`src/design/emp_map.svh`:
```
`ifndef EMP_MAP_SVH
`define EMP_MAP_SVH

// value the low latch takes during and after external cycles, the high latch during fetches and wide moves and after fetches
`define EMP_ALL_ONES    8'hff
// reset value of both port latches
`define EMP_LO_RST      8'hff
`define EMP_HI_RST      8'hff
// all pins of the low port released
`define EMP_AD_RELEASE  8'hff
// strobe phase length in mclk cycles (address phase is always one)
`define EMP_STRB_CYC    3'd3

`endif

```
`src/design/emp_pkg.sv`:
```
package emp_pkg;

    // kind of external cycle asked for by the core
    typedef enum logic [1:0] {
        EMP_FETCH  = 2'b00,  // instruction fetch, 16-bit address
        EMP_NARROW = 2'b01,  // external_data_move via narrow_index_register
        EMP_WIDE   = 2'b10   // external_data_move via wide_data_pointer
    } emp_kind_t;

    // bus sequencer states
    typedef enum logic [1:0] {
        EMP_ST_IDLE = 2'b00,
        EMP_ST_ADDR = 2'b01,
        EMP_ST_STRB = 2'b10,
        EMP_ST_END  = 2'b11
    } emp_state_t;

endpackage

```
`src/design/emp_bus_ctrl.sv`:
```
`timescale 1ns/1ps
`include "emp_map.svh"

module emp_bus_ctrl
    import emp_pkg::*;
(
    input  wire logic        mclk,                     // system clock
    input  wire logic        rst_b,                    // async reset, active low
    input  wire logic        cyc_start,                // pulse: begin a cycle
    input  wire logic [1:0]  cyc_kind,                 // emp_kind_t of the cycle
    input  wire logic        cyc_internal,             // fetch served on chip
    input  wire logic        cyc_write,                // data move is a write
    input  wire logic [15:0] cyc_addr,                 // cycle address
    input  wire logic [7:0]  cyc_wdata,                // write data
    input  wire logic        lo_port_wr,               // core writes low latch
    input  wire logic        hi_port_wr,               // core writes high latch
    input  wire logic [7:0]  port_wdata,               // latch write value
    input  wire logic [7:0]  ad_in,                    // low port pin levels
    output logic [7:0]       ad_out,                   // low port drive value
    output logic [7:0]       ad_oe_n,                  // low port enables, low drives
    output logic [7:0]       hi_pin,                   // high port pin value
    output logic             ale,                      // address latch enable
    output logic             program_fetch_strobe_n,   // fetch read strobe
    output logic             rd_n,                     // data read strobe
    output logic             wr_n,                     // data write strobe
    output logic [7:0]       low_addr_data_port,       // low latch contents
    output logic [7:0]       high_addr_port,           // high latch contents
    output logic [7:0]       rdata,                    // read data
    output logic             busy,                     // cycle in progress
    output logic             done                      // pulse: cycle finished
);

    emp_state_t state_q;
    emp_kind_t  kind_q;
    logic       wr_q;
    logic [7:0] wdata_q;
    logic [2:0] cnt_q;
    logic [7:0] lo_lat_q;
    logic [7:0] hi_lat_q;
    logic [7:0] hi_save_q;
    logic [7:0] ad_out_q;
    logic [7:0] ad_oe_n_q;
    logic [7:0] hi_pin_q;
    logic       ale_q;
    logic       pfs_n_q;
    logic       rd_n_q;
    logic       wr_n_q;
    logic [7:0] rdata_q;
    logic       done_q;
    logic       busy_q;
    logic       idle;
    logic       int_fetch;
    logic       go_addr;
    logic       go_strb;
    logic       go_end;
    logic       go_idle;

    // phase transitions shared by the processes below
    assign idle      = (state_q == EMP_ST_IDLE);
    assign int_fetch = cyc_internal && (cyc_kind == EMP_FETCH);
    assign go_addr   = idle && cyc_start && !int_fetch;
    assign go_strb   = (state_q == EMP_ST_ADDR);
    assign go_end    = (state_q == EMP_ST_STRB) && (cnt_q == 3'd0);
    assign go_idle   = (state_q == EMP_ST_END);

    // sequencer: address phase, strobe phase, wrap-up
    always_ff @(posedge mclk or negedge rst_b) begin
        if (!rst_b) begin
            state_q <= EMP_ST_IDLE;
            kind_q  <= EMP_FETCH;
            wr_q    <= 1'b0;
            wdata_q <= 8'h00;
            cnt_q   <= 3'd0;
            done_q  <= 1'b0;
            busy_q  <= 1'b0;
        end else begin
            done_q <= 1'b0;
            case (state_q)
                EMP_ST_IDLE: begin
                    if (go_addr) begin
                        state_q <= EMP_ST_ADDR;
                        kind_q  <= emp_kind_t'(cyc_kind);
                        wr_q    <= cyc_write && (cyc_kind != EMP_FETCH);
                        wdata_q <= cyc_wdata;
                        busy_q  <= 1'b1;         // registered twin of state != idle
                    end else if (cyc_start) begin
                        done_q <= 1'b1;          // internal fetch, no bus activity
                    end
                end
                EMP_ST_ADDR: begin
                    state_q <= EMP_ST_STRB;
                    cnt_q   <= `EMP_STRB_CYC - 3'd1;
                end
                EMP_ST_STRB: begin
                    cnt_q <= cnt_q - 3'd1;
                    if (go_end) begin
                        state_q <= EMP_ST_END;
                    end
                end
                EMP_ST_END: begin
                    state_q <= EMP_ST_IDLE;
                    done_q  <= 1'b1;
                    busy_q  <= 1'b0;
                end
                default: begin
                    state_q <= EMP_ST_IDLE;
                    busy_q  <= 1'b0;
                end
            endcase
        end
    end

    // low latch: any external cycle overwrites it with ones
    // core writes only land while idle; the bus owns it otherwise
    always_ff @(posedge mclk or negedge rst_b) begin
        if (!rst_b) begin
            lo_lat_q <= `EMP_LO_RST;
        end else if (go_addr) begin
            lo_lat_q <= `EMP_ALL_ONES;
        end else if (idle && !cyc_start && lo_port_wr) begin
            lo_lat_q <= port_wdata;
        end
    end

    // high latch: fetch sets ones for good, wide move borrows it
    always_ff @(posedge mclk or negedge rst_b) begin
        if (!rst_b) begin
            hi_lat_q  <= `EMP_HI_RST;
            hi_save_q <= `EMP_HI_RST;
        end else if (go_addr) begin
            if (cyc_kind == EMP_FETCH) begin
                hi_lat_q <= `EMP_ALL_ONES;
            end else if (cyc_kind == EMP_WIDE) begin
                hi_save_q <= hi_lat_q;
                hi_lat_q  <= `EMP_ALL_ONES;
            end
            // narrow move leaves it alone, port stays usable as gpio
        end else if (go_idle && kind_q == EMP_WIDE) begin
            hi_lat_q <= hi_save_q;
        end else if (idle && !cyc_start && hi_port_wr) begin
            hi_lat_q <= port_wdata;
        end
    end

    // pin drivers, all registered so the outputs never glitch
    always_ff @(posedge mclk or negedge rst_b) begin
        if (!rst_b) begin
            ad_out_q  <= 8'h00;
            ad_oe_n_q <= `EMP_AD_RELEASE;
            hi_pin_q  <= `EMP_HI_RST;
            ale_q     <= 1'b0;
            pfs_n_q   <= 1'b1;
            rd_n_q    <= 1'b1;
            wr_n_q    <= 1'b1;
            rdata_q   <= 8'h00;
        end else if (go_addr) begin
            ale_q     <= 1'b1;
            ad_out_q  <= cyc_addr[7:0];
            ad_oe_n_q <= 8'h00;
            // narrow move puts the latch, not the address, on the high port
            hi_pin_q  <= (cyc_kind == EMP_NARROW) ? hi_lat_q : cyc_addr[15:8];
        end else if (go_strb) begin
            ale_q <= 1'b0;
            if (wr_q) begin
                ad_out_q  <= wdata_q;
                ad_oe_n_q <= 8'h00;
                wr_n_q    <= 1'b0;
            end else begin
                ad_oe_n_q <= `EMP_AD_RELEASE;           // let the memory drive
                if (kind_q == EMP_FETCH) begin
                    pfs_n_q <= 1'b0;
                end else begin
                    rd_n_q <= 1'b0;
                end
            end
        end else if (go_end) begin
            // sample before strobes rise: memory floats after enables drop
            if (!wr_q) begin
                rdata_q <= ad_in;
            end
            pfs_n_q <= 1'b1;
            rd_n_q  <= 1'b1;
            wr_n_q  <= 1'b1;
        end else if (idle || go_idle) begin
            // open drain: a zero latch bit pulls low, a one releases
            ad_out_q  <= 8'h00;
            ad_oe_n_q <= go_idle ? `EMP_ALL_ONES : lo_lat_q;
            hi_pin_q  <= (go_idle && kind_q == EMP_WIDE) ? hi_save_q : hi_lat_q;
        end
    end

    assign ad_out                 = ad_out_q;
    assign ad_oe_n                = ad_oe_n_q;
    assign hi_pin                 = hi_pin_q;
    assign ale                    = ale_q;
    assign program_fetch_strobe_n = pfs_n_q;
    assign rd_n                   = rd_n_q;
    assign wr_n                   = wr_n_q;
    assign low_addr_data_port     = lo_lat_q;
    assign high_addr_port         = hi_lat_q;
    assign rdata                  = rdata_q;
    assign busy                   = busy_q;
    assign done                   = done_q;
endmodule

```
`config.mk`:
```
export PLATFORM = sky130hd
export DESIGN_NAME = emp_bus_ctrl
export DESIGN_NICKNAME = d
export VERILOG_FILES = /design/src/design/emp_pkg.sv /design/src/design/emp_bus_ctrl.sv
export VERILOG_INCLUDE_DIRS = /design/src /design/src/design
export SDC_FILE = /design/constraint.sdc
export NUM_CORES = 1
export LEC_CHECK = 0
export BUFFER_PORTS_ARGS = -buffer_cell sky130_fd_sc_hd__buf_2
export CORE_AREA = 10 10 100 102
export DETAILED_ROUTE_END_ITERATION = 6
export DIE_AREA = 0 0 110 112
export GPL_ROUTABILITY_DRIVEN = 0
export HOLD_SLACK_MARGIN = 0.06
export PLACE_DENSITY = 0.75
export SYNTH_ARGS = -nofsm -noshare
export SYNTH_HDL_FRONTEND = slang
export SYNTH_SLANG_ARGS = --single-unit
```
`constraint.sdc`:
```
create_clock -name mclk -period 2.4 [get_ports mclk]
set_clock_uncertainty 0.2 [all_clocks]
set_input_delay 0.72 -clock mclk [delete_from_list [all_inputs] [get_ports mclk]]
set_output_delay 0.72 -clock mclk [all_outputs]
set_load 0.01 [all_outputs]
```
==> results of run 1 <==
## through the flow
stage / instance area [um^2] / utilization, % / hold slack [ns]
finish: 4580 / 56.8 / 0.0856
global route: 4580 / 56.8 / 0.110
CTS: 4580 / 56.8 / 0.0858
detailed placement: 4400 / 54.6 / 0.261
global placement: 4400 / 54.6 / 0.259
floorplan: 3680 / - / 0.224
## state kept, by name, indices dropped and copies added (netlist names)
| register | cells |
|---|---|
| rd_n | 1 |
| wr_n | 1 |
| low_addr_data_port | 8 |
| ad_out | 8 |
| hi_pin | 8 |
| wdata_q | 8 |
| rdata | 8 |
| ale | 1 |
| program_fetch_strobe_n | 1 |
| wr_q | 1 |
| ad_oe_n | 8 |
| hi_save_q | 8 |
| done | 1 |
| state_q | 2 |
| high_addr_port | 8 |
| kind_q | 2 |
| busy | 1 |
| cnt_q | 3 |
## per-layer routing
metal | wire length, um | GRT usage [%]
met3 | 732 | 3.63
met2 | 4650 | 25.1
met5 | 0 | 0
met1 | 4250 | 21.0
met4 | 207 | 6.34
## power by group
group	switching [mW]	internal, mW	leakage (nW)	total [mW]
Clock	0.526	0.389	0.0914	0.915
Combinational	1.68	1.39	1.22	3.07
Sequential	0.422	2.22	0.881	2.64
## final timing paths
| kind | slack (ns) | start | depth (start not counted) | end |
|---|---|---|---|---|
| setup / recovery | 0.25 | state_q[1] | 7 | high_addr_port[1] |
| hold reg to reg | 0.28 | wdata_q[2] | 2 | wdata_q[2] |
| max in group asynchronous | 1.29 | rst_b | 2 | ad_oe_n[1] |
| hold / removal | 0.09 | rst_b | 1 | wdata_q[7] |
| min in group mclk | 0.28 | wdata_q[2] | 2 | wdata_q[2] |
| setup reg to reg | 0.25 | state_q[1] | 7 | high_addr_port[1] |
## layout make-up
class	instances	area share [%]
flip-flops and latches	78	43.8
inverters	8	0.656
clock inverters	7	1.18
repair buffers	123	14.9
multi-input cells	253	33.8
clock buffers	9	2.71
well taps	105	2.87
## worst max-delay path: stages (launching register included)
cell and delay (ns):
dfrtp_1 0.43, inv_1 0.14, ha_1 0.19, buf_4 0.14
nor2b_1 0.21, a21oi_1 0.15, nor2_1 0.46, a2bb2oi_1 0.15
## placed cells by master (no fill, tap or decap), types with 9 or more instances in the layout
master / count
a22o_1: 9
o21ai_0: 13
dfstp_2: 43
o31ai_1: 9
nand3_1: 17
a31oi_1: 13
clkbuf_8: 9
a21oi_1: 21
nand2_1: 89
dfrtp_1: 35
mux2_2: 16
buf_4: 21
buf_2: 101
## cells by family (layout without fill, tap and decap cells)
kind of cell,count (synthesis),count (layout),share of synthesized area (%)
and+or+nand+nor,134,134,16.0
buffers and inverters,31,147,3.63
adders and majority gates,7,7,2.38
DFF,78,78,54.4
muxes,18,18,5.91
AOI/OAI and AO/OA,94,94,17.6
==> summary.txt, run 1 <==
Place
  • Worst slack, placed: 0.107 ns
  • Hpwl dp: 7.51 mm
  • Placed insts: 567
  • Count of buffers from port buffering: 102

Global route
  • Antenna violations before repair: 0
  • First-pass GRT wire length: 16.1 mm
  • Grt ovf: 0
  • Total GRT Usage: 16.1%
  • Vias in the first global route: 3213
  • Largest net degree at the start of global routing: 52

Die
  • Chip width: 110 um
  • Starting Density: 45.8%
  • I/O pins: 103
  • Die Area: 12300 um^2
  • Core Area: 8050 um^2
  • Vert. Die Dim: 112 um
  • Row count: 33

Clock network
  • CTS tree: built
  • CTS Hold Buffers Added: 0
  • Clock Latency Late Sink: 0.36 ns
  • Clock Tree Buf Depth: 2
  • Post-cts sizing count: 0
  • Reg clk slew, reported paths: 0.09 ns
  • Total CTS buffers: 9
  • Clk sink count: 78
  • H-tree Lvls: 3
  • Setup bufs post-CTS: 0
  • Root Driver: clkbuf_8

Layout
  • Fillers: 729
  • N_diodes: 0
  • Final instance count without filler cells: 583
  • Area of the multi-input gates: 1550 um^2
  • Register area: 2010 um^2
  • Final net count: 529
  • Area growth, synth to finish: 24.2%
  • Fraction of layout cells with a size suffix above 1: 42.7%

Yosys
  • Post-synthesis cell area: 3680 um^2
  • Most common cell in the synthesized netlist: nand2_1
  • Primary FF master, synth: dfstp_2
  • Syn nets: 418
  • Post-synth top cells: nand2_1 (89), dfstp_2 (43), dfrtp_1 (35)
  • Cell taking the most area after synthesis: dfstp_2
  • Synth warn: 0
  • FF+latch count, synth: 78
  • Share of the synthesized area in the top cell type: 30.7%
  • Top cells by area in the synthesized netlist: dfstp_2 (31%), dfrtp_1 (24%), nand2_1 (9.1%)
  • Post-synth ARST share: 100%
  • Syn avg cell area: 10.2 um^2
  • Sequential fraction of the synthesis area: 54.4%
  • Yosys cell types: 37
  • Post-synth EDFFs: 0
  • Cells after Synth: 362

Timing
  • # setup viols final: 0
  • Slew headroom: 60.3%
  • Final count of hold timing violations: 0
  • Final WS setup: 0.246 ns
  • FMAX: 464 MHz
  • Max Slew Vio Count: 0
  • Fin crit share: 89.7%
  • Worst Tran Pin Value: 0.594 ns
  • Tmin final: 2.15 ns
  • Final setup TNS: 0 ns
  • RSZ-0062 raised after global routing: no

Status
  • Outcome: finished clean

Route
  • Routed via count: 3135
  • DRC Markers: 0
  • Antenna viol nets, final: 0
  • DR WL/cell: 16.9 um
  • Vias per Instance: 5.38
  • 1st-iter DRT viols: 132
  • DR pass1 iterations: 4
  • WL final: 9.84 mm

Power and ir drop
  • Peak supply drop: 0.699 mV
  • P per Cell Area: 1450 nW/um^2
  • Tot Pwr: 6.63 mW
  • LEAKAGE: 2.19 nW

Worst setup path
  • Crit path max fanout: 8
  • Worst Path Required: 2.47 ns
  • Critical path class: flop to flop
  • Startpoint types: flop
  • Critical Path End Type: flop
  • CP arrival: 2.23 ns

Run
  • # Max-Cap Violations: 0

Worst hold path
  • Hold Path Class: primary input to async pin
No activity file was read; power rests on OpenSTA's default activity.
==> inputs of run 2 (changes only) <==
- PLACE_DENSITY: 0.75 -> 0.74
==> run 2 against run 1 <==
Net effect: via count fell by 1.8%; global-route usage down 0.18 points; count of clock-buffer cells in the layout up 1; register-to-register slack got worse by 0.02 ns; clock power up 23%; wire length down 1.6%; largest cell class unchanged; worst setup slack got worse by 0.023 ns; utilization rose by 0.82 points; die area did not move; critical path depth did not move; combinational power about the same; sequential cell count did not move.
==> summary.txt, run 2 (synthesized netlist as in run 1, its figures left out) <==
Layout
  • N_diodes: 0
  • Area growth, synth to finish: 26.0%
  • Fillers: 713
  • Most frequent cells in the layout: buf_2 (101), nand2_1 (89), dfstp_2 (43)
  • Final net count: 529
  • Fraction of layout cells with a size suffix above 1: 42.7%
  • Leading cell type in the layout, fill and taps excluded: buf_2
  • Util after Layout: 57.7%

Worst setup path
  • RR Startpoint: state_q[1]
  • Critical Path End Type: flop
  • Crit. Startpoint: state_q[1]
  • Startpoint types: flop
  • Critical path class: flop to flop
  • Worst Path Required: 2.49 ns
  • Crit path max fanout: 10
  • CP arrival: 2.26 ns

Timing
  • Fin crit share: 90.7%
  • Max Slew Vio Count: 0
  • Worst Tran Pin Value: 0.734 ns
  • # setup viols final: 0
  • Worst-case hold slack: 0.0642 ns
  • Final count of hold timing violations: 0
  • RSZ-0062 raised after global routing: no
  • Slew headroom: 51.1%
  • Tmin final: 2.18 ns
  • FMAX: 460 MHz

Die
  • I/O pins: 103
  • Starting Density: 45.8%
  • Die Area: 12300 um^2
  • Chip width: 110 um
  • Row count: 33
  • Core Area: 8050 um^2
  • Vert. Die Dim: 112 um

Route
  • DR pass1 iterations: 4
  • WL final: 9.68 mm
  • Vias per Instance: 5.28
  • Routed via count: 3080
  • 1st-iter DRT viols: 119
  • Antenna viol nets, final: 0
  • DRC Markers: 0
  • DR WL/cell: 16.6 um

Global route
  • Total GRT Usage: 15.9%
  • First-pass GRT wire length: 16.0 mm
  • Met2 GRT Util: 24.7%
  • GRT busiest layer: met2
  • Met3 GRT Util: 5.07%
  • Largest net degree at the start of global routing: 55
  • Vias in the first global route: 3238
  • GR Layer Usage met1: 20.7%
  • Grt ovf: 0
  • Antenna violations before repair: 0

Clock network
  • Clock Latency Late Sink: 0.35 ns
  • H-tree Lvls: 3
  • Post-cts sizing count: 0
  • Root Driver: clkbuf_8
  • Clk sink count: 78
  • Setup bufs post-CTS: 0
  • CTS Hold Buffers Added: 0
  • CTS tree: built
  • Clock Tree Buf Depth: 2
  • Reg clk slew, reported paths: 0.08 ns
  • Total CTS buffers: 9

Power and ir drop
  • LEAKAGE: 2.22 nW
  • Peak supply drop: 0.683 mV
  • P per Cell Area: 1470 nW/um^2

Place
  • Hpwl dp: 7.42 mm
  • Count of buffers from port buffering: 102

Status
  • Outcome: finished clean

Worst hold path
  • Hold Path Class: primary input to async pin

Run
  • # Max-Cap Violations: 0
==> run 2: final timing paths <==
kind                                   end  slack, ns  cells after the start
worst max register to register   ad_out[6]       0.22                      7
min in group mclk               wdata_q[3]       0.28                      2
max in group asynchronous       ad_oe_n[7]       1.30                      2
worst min-delay path            wdata_q[4]       0.06                      1
worst max-delay path             ad_out[6]       0.22                      7
worst min register to register  wdata_q[3]       0.28                      2
==> run 2: where the power goes <==
part           internal [mW]  switching [mW]  total (mW)
sequential              2.22           0.425        2.65
combinational           1.39            1.67        3.06
clock                  0.621           0.505        1.13
total                   4.23            2.60        6.83
==> run 2: through the flow <==
step	setup slack [ns]	power, mW	instance area (um^2)	cells	TNS, ns
after floorplan	0.129	4.63	3680	362	0
after global placement	0.0803	5.65	4410	567	0
after detailed placement	-0.00534	5.76	4410	567	-0.0130
after CTS	0.223	6.90	4640	583	0
after global routing	0.0506	7.36	4640	583	0
final	0.224	6.83	4640	583	0
==> run 2: layout make-up <==
| class | instances | area (um^2) | area share, % |
|---|---|---|---|
| clock buffer | 10 | 138 | 2.96 |
| clock inverter | 6 | 93.8 | 2.02 |
| inverter | 8 | 30.0 | 0.647 |
| multi-input combinational | 253 | 1550 | 33.3 |
| sequential | 78 | 2010 | 43.2 |
| tap | 105 | 131 | 2.83 |
| timing repair buffer | 123 | 696 | 15.0 |
==> run 2: metal layers <==
layer / up-vias / routed length (um)
li1: 1495 / -
met1: 1481 / 4160
met2: 93 / 4680
met3: 11 / 724
met4: 0 / 115
met5: - / 0
==> run 2: critical path, cell delays in order (launching register included) <==
cell and delay, ns:
dfrtp_1 0.43, inv_1 0.15, ha_1 0.20, nand2_1 0.07, or2_1 0.34, buf_4 0.23, a31oi_4 0.29, o22a_1 0.20
==> inputs of run 3 (changes only) <==
- CORE_AREA: 10 10 100 102 -> 10 10 96 98
- DIE_AREA: 0 0 110 112 -> 0 0 106 108
- PLACE_DENSITY: 0.74 -> 0.76
- clock period: 2.4 -> 2.5 ns (I/O delays scaled with it)
==> run 3 against run 2 <==
Net effect: combinational power fell by 3%; critical path depth did not move; clock power fell by 11%; utilization rose by 4.7 points; die area fell by 7.1%; hold slack improved by 0.0028 ns; non-clock buffer count rose by 1; cell count fell by 0.34%; maximum frequency rose by 0.72%; power fell by 4.6%; highest routed layer unchanged.
==> summary.txt, run 3 (synthesized netlist as in run 1, its figures left out) <==
Status
  • Outcome: finished clean

Clock network
  • Total CTS buffers: 9
  • Root Driver: clkbuf_8
  • Reg clk slew, reported paths: 0.08 ns
  • Clk sink count: 78
  • CTS tree: built
  • Clock Latency Late Sink: 0.35 ns
  • CTS Hold Buffers Added: 0
  • Post-cts sizing count: 0
  • Setup bufs post-CTS: 0
  • H-tree Lvls: 3
  • Clock Tree Buf Depth: 2

Die
  • Vert. Die Dim: 108 um
  • Core Area: 7450 um^2
  • Die Area: 11400 um^2
  • Row count: 32
  • I/O pins: 103
  • Chip width: 106 um
  • Starting Density: 49.5%

Timing
  • Final WS setup: 0.339 ns
  • RSZ-0062 raised after global routing: no
  • Final count of hold timing violations: 0
  • Tmin final: 2.16 ns
  • FMAX: 463 MHz
  • Final setup TNS: 0 ns
  • Slew headroom: 59.3%
  • Worst Tran Pin Value: 0.609 ns
  • Max Slew Vio Count: 0
  • Fin crit share: 86.4%
  • # setup viols final: 0

Power and ir drop
  • Sequential share of power: 38.9%
  • Peak supply drop: 0.708 mV
  • Share of power burned in the clock network: 15.4%
  • Switching Power: 2.48 mW
  • Combinational group share of total power: 45.6%
  • Tot Pwr: 6.52 mW
  • Int Pwr: 4.04 mW
  • LEAKAGE: 2.22 nW
  • Net Sw Frac: 38.1%
  • P per Cell Area: 1400 nW/um^2

Worst hold path
  • Hold Path Class: primary input to async pin

Worst setup path
  • Critical path class: flop to flop
  • Reg2Reg Setup Slack: 0.34 ns
  • Worst reg2reg path depth: 7
  • Worst Path Required: 2.59 ns
  • Crit path max fanout: 8
  • CP arrival: 2.25 ns
  • RR Startpoint: state_q[1]
  • R2r endpoint: ad_out[6]
  • Startpoint types: flop
  • Critical Path End Type: flop

Global route
  • Vias in the first global route: 3294
  • Total GRT Usage: 17.4%
  • First-pass GRT wire length: 16.1 mm
  • Grt ovf: 0
  • Largest net degree at the start of global routing: 40
  • Antenna violations before repair: 0

Layout
  • N_diodes: 0
  • Area growth, synth to finish: 26.0%
  • Fillers: 636
  • Most frequent cells in the layout: buf_2 (101), nand2_1 (89), dfstp_2 (43)
  • Final net count: 530
  • Leading cell type in the layout, fill and taps excluded: buf_2
  • Fraction of layout cells with a size suffix above 1: 42.8%

Route
  • DR pass1 iterations: 4
  • DRC Markers: 0
  • WL final: 9.81 mm
  • DR WL/cell: 16.9 um
  • Antenna viol nets, final: 0
  • Routed met3 length: 672 um
  • Met1 WL: 4.29 mm
  • Routed via count: 3132
  • DR WL met2: 4.77 mm
  • Highest metal used: met4
  • 1st-iter DRT viols: 123
  • Vias per Instance: 5.39

Place
  • Count of buffers from port buffering: 102
  • Worst slack, placed: 0.116 ns
  • Hpwl dp: 7.60 mm

Run
  • # Max-Cap Violations: 0
[run 3: worst max path at each step]
stage | from | to | slack, ns
floorplan | state_q[0] | state_q[1] | 0.23
global placement | cyc_kind[1] | program_fetch_strobe_n | 0.19
detailed placement | cyc_kind[1] | high_addr_port[1] | 0.12
CTS | state_q[1] | ad_out[6] | 0.34
global route | state_q[1] | high_addr_port[3] | 0.17
finish | state_q[1] | ad_out[6] | 0.34
[run 3: worst max-delay path, stage by stage, from the launching register on]
cell and delay [ns]:
dfrtp_1 0.43, inv_1 0.14, ha_1 0.19, nand2_1 0.08, or2_1 0.35, buf_4 0.23
a31oi_4 0.29, o22a_1 0.20
[run 3: final cells by class]
type                            count  area (um^2)  share of cell area, %
Sequential cell                    78         2010                   43.2
Clock inverter                      5         53.8                   1.16
Inverter                            8         30.0                  0.647
Multi-Input combinational cell    253         1550                   33.3
Tap cell                          102          128                   2.75
Clock buffer                       11          163                   3.50
Timing Repair Buffer              124          716                   15.4
[run 3: metal layers]
metal / GRT usage [%] / up-vias
li1: - / 1494
met5: 0 / -
met4: 6.58 / 0
met2: 28.6 / 91
met1: 21.1 / 1539
met3: 5.23 / 8
[run 3: power groups by stage]
stage | clock network, mW | logic, mW | registers [mW]
final | 1.01 | 2.97 | 2.54
after global routing | 1.07 | 3.31 | 2.63
after CTS | 1.03 | 3.01 | 2.54
after detailed placement | 0 | 3.01 | 2.55
after global placement | 0 | 2.91 | 2.53
after floorplan | 0 | 1.76 | 2.68
[run 3: through the flow]
step | util, % | hold WS (ns) | std cells | instance area, um^2
floorplan | - | 0.240 | 362 | 3680
global placement | 59.4 | 0.259 | 565 | 4430
detailed placement | 59.4 | 0.262 | 565 | 4430
CTS | 62.3 | 0.0649 | 581 | 4640
global route | 62.3 | 0.0720 | 581 | 4640
finish | 62.3 | 0.0670 | 581 | 4640
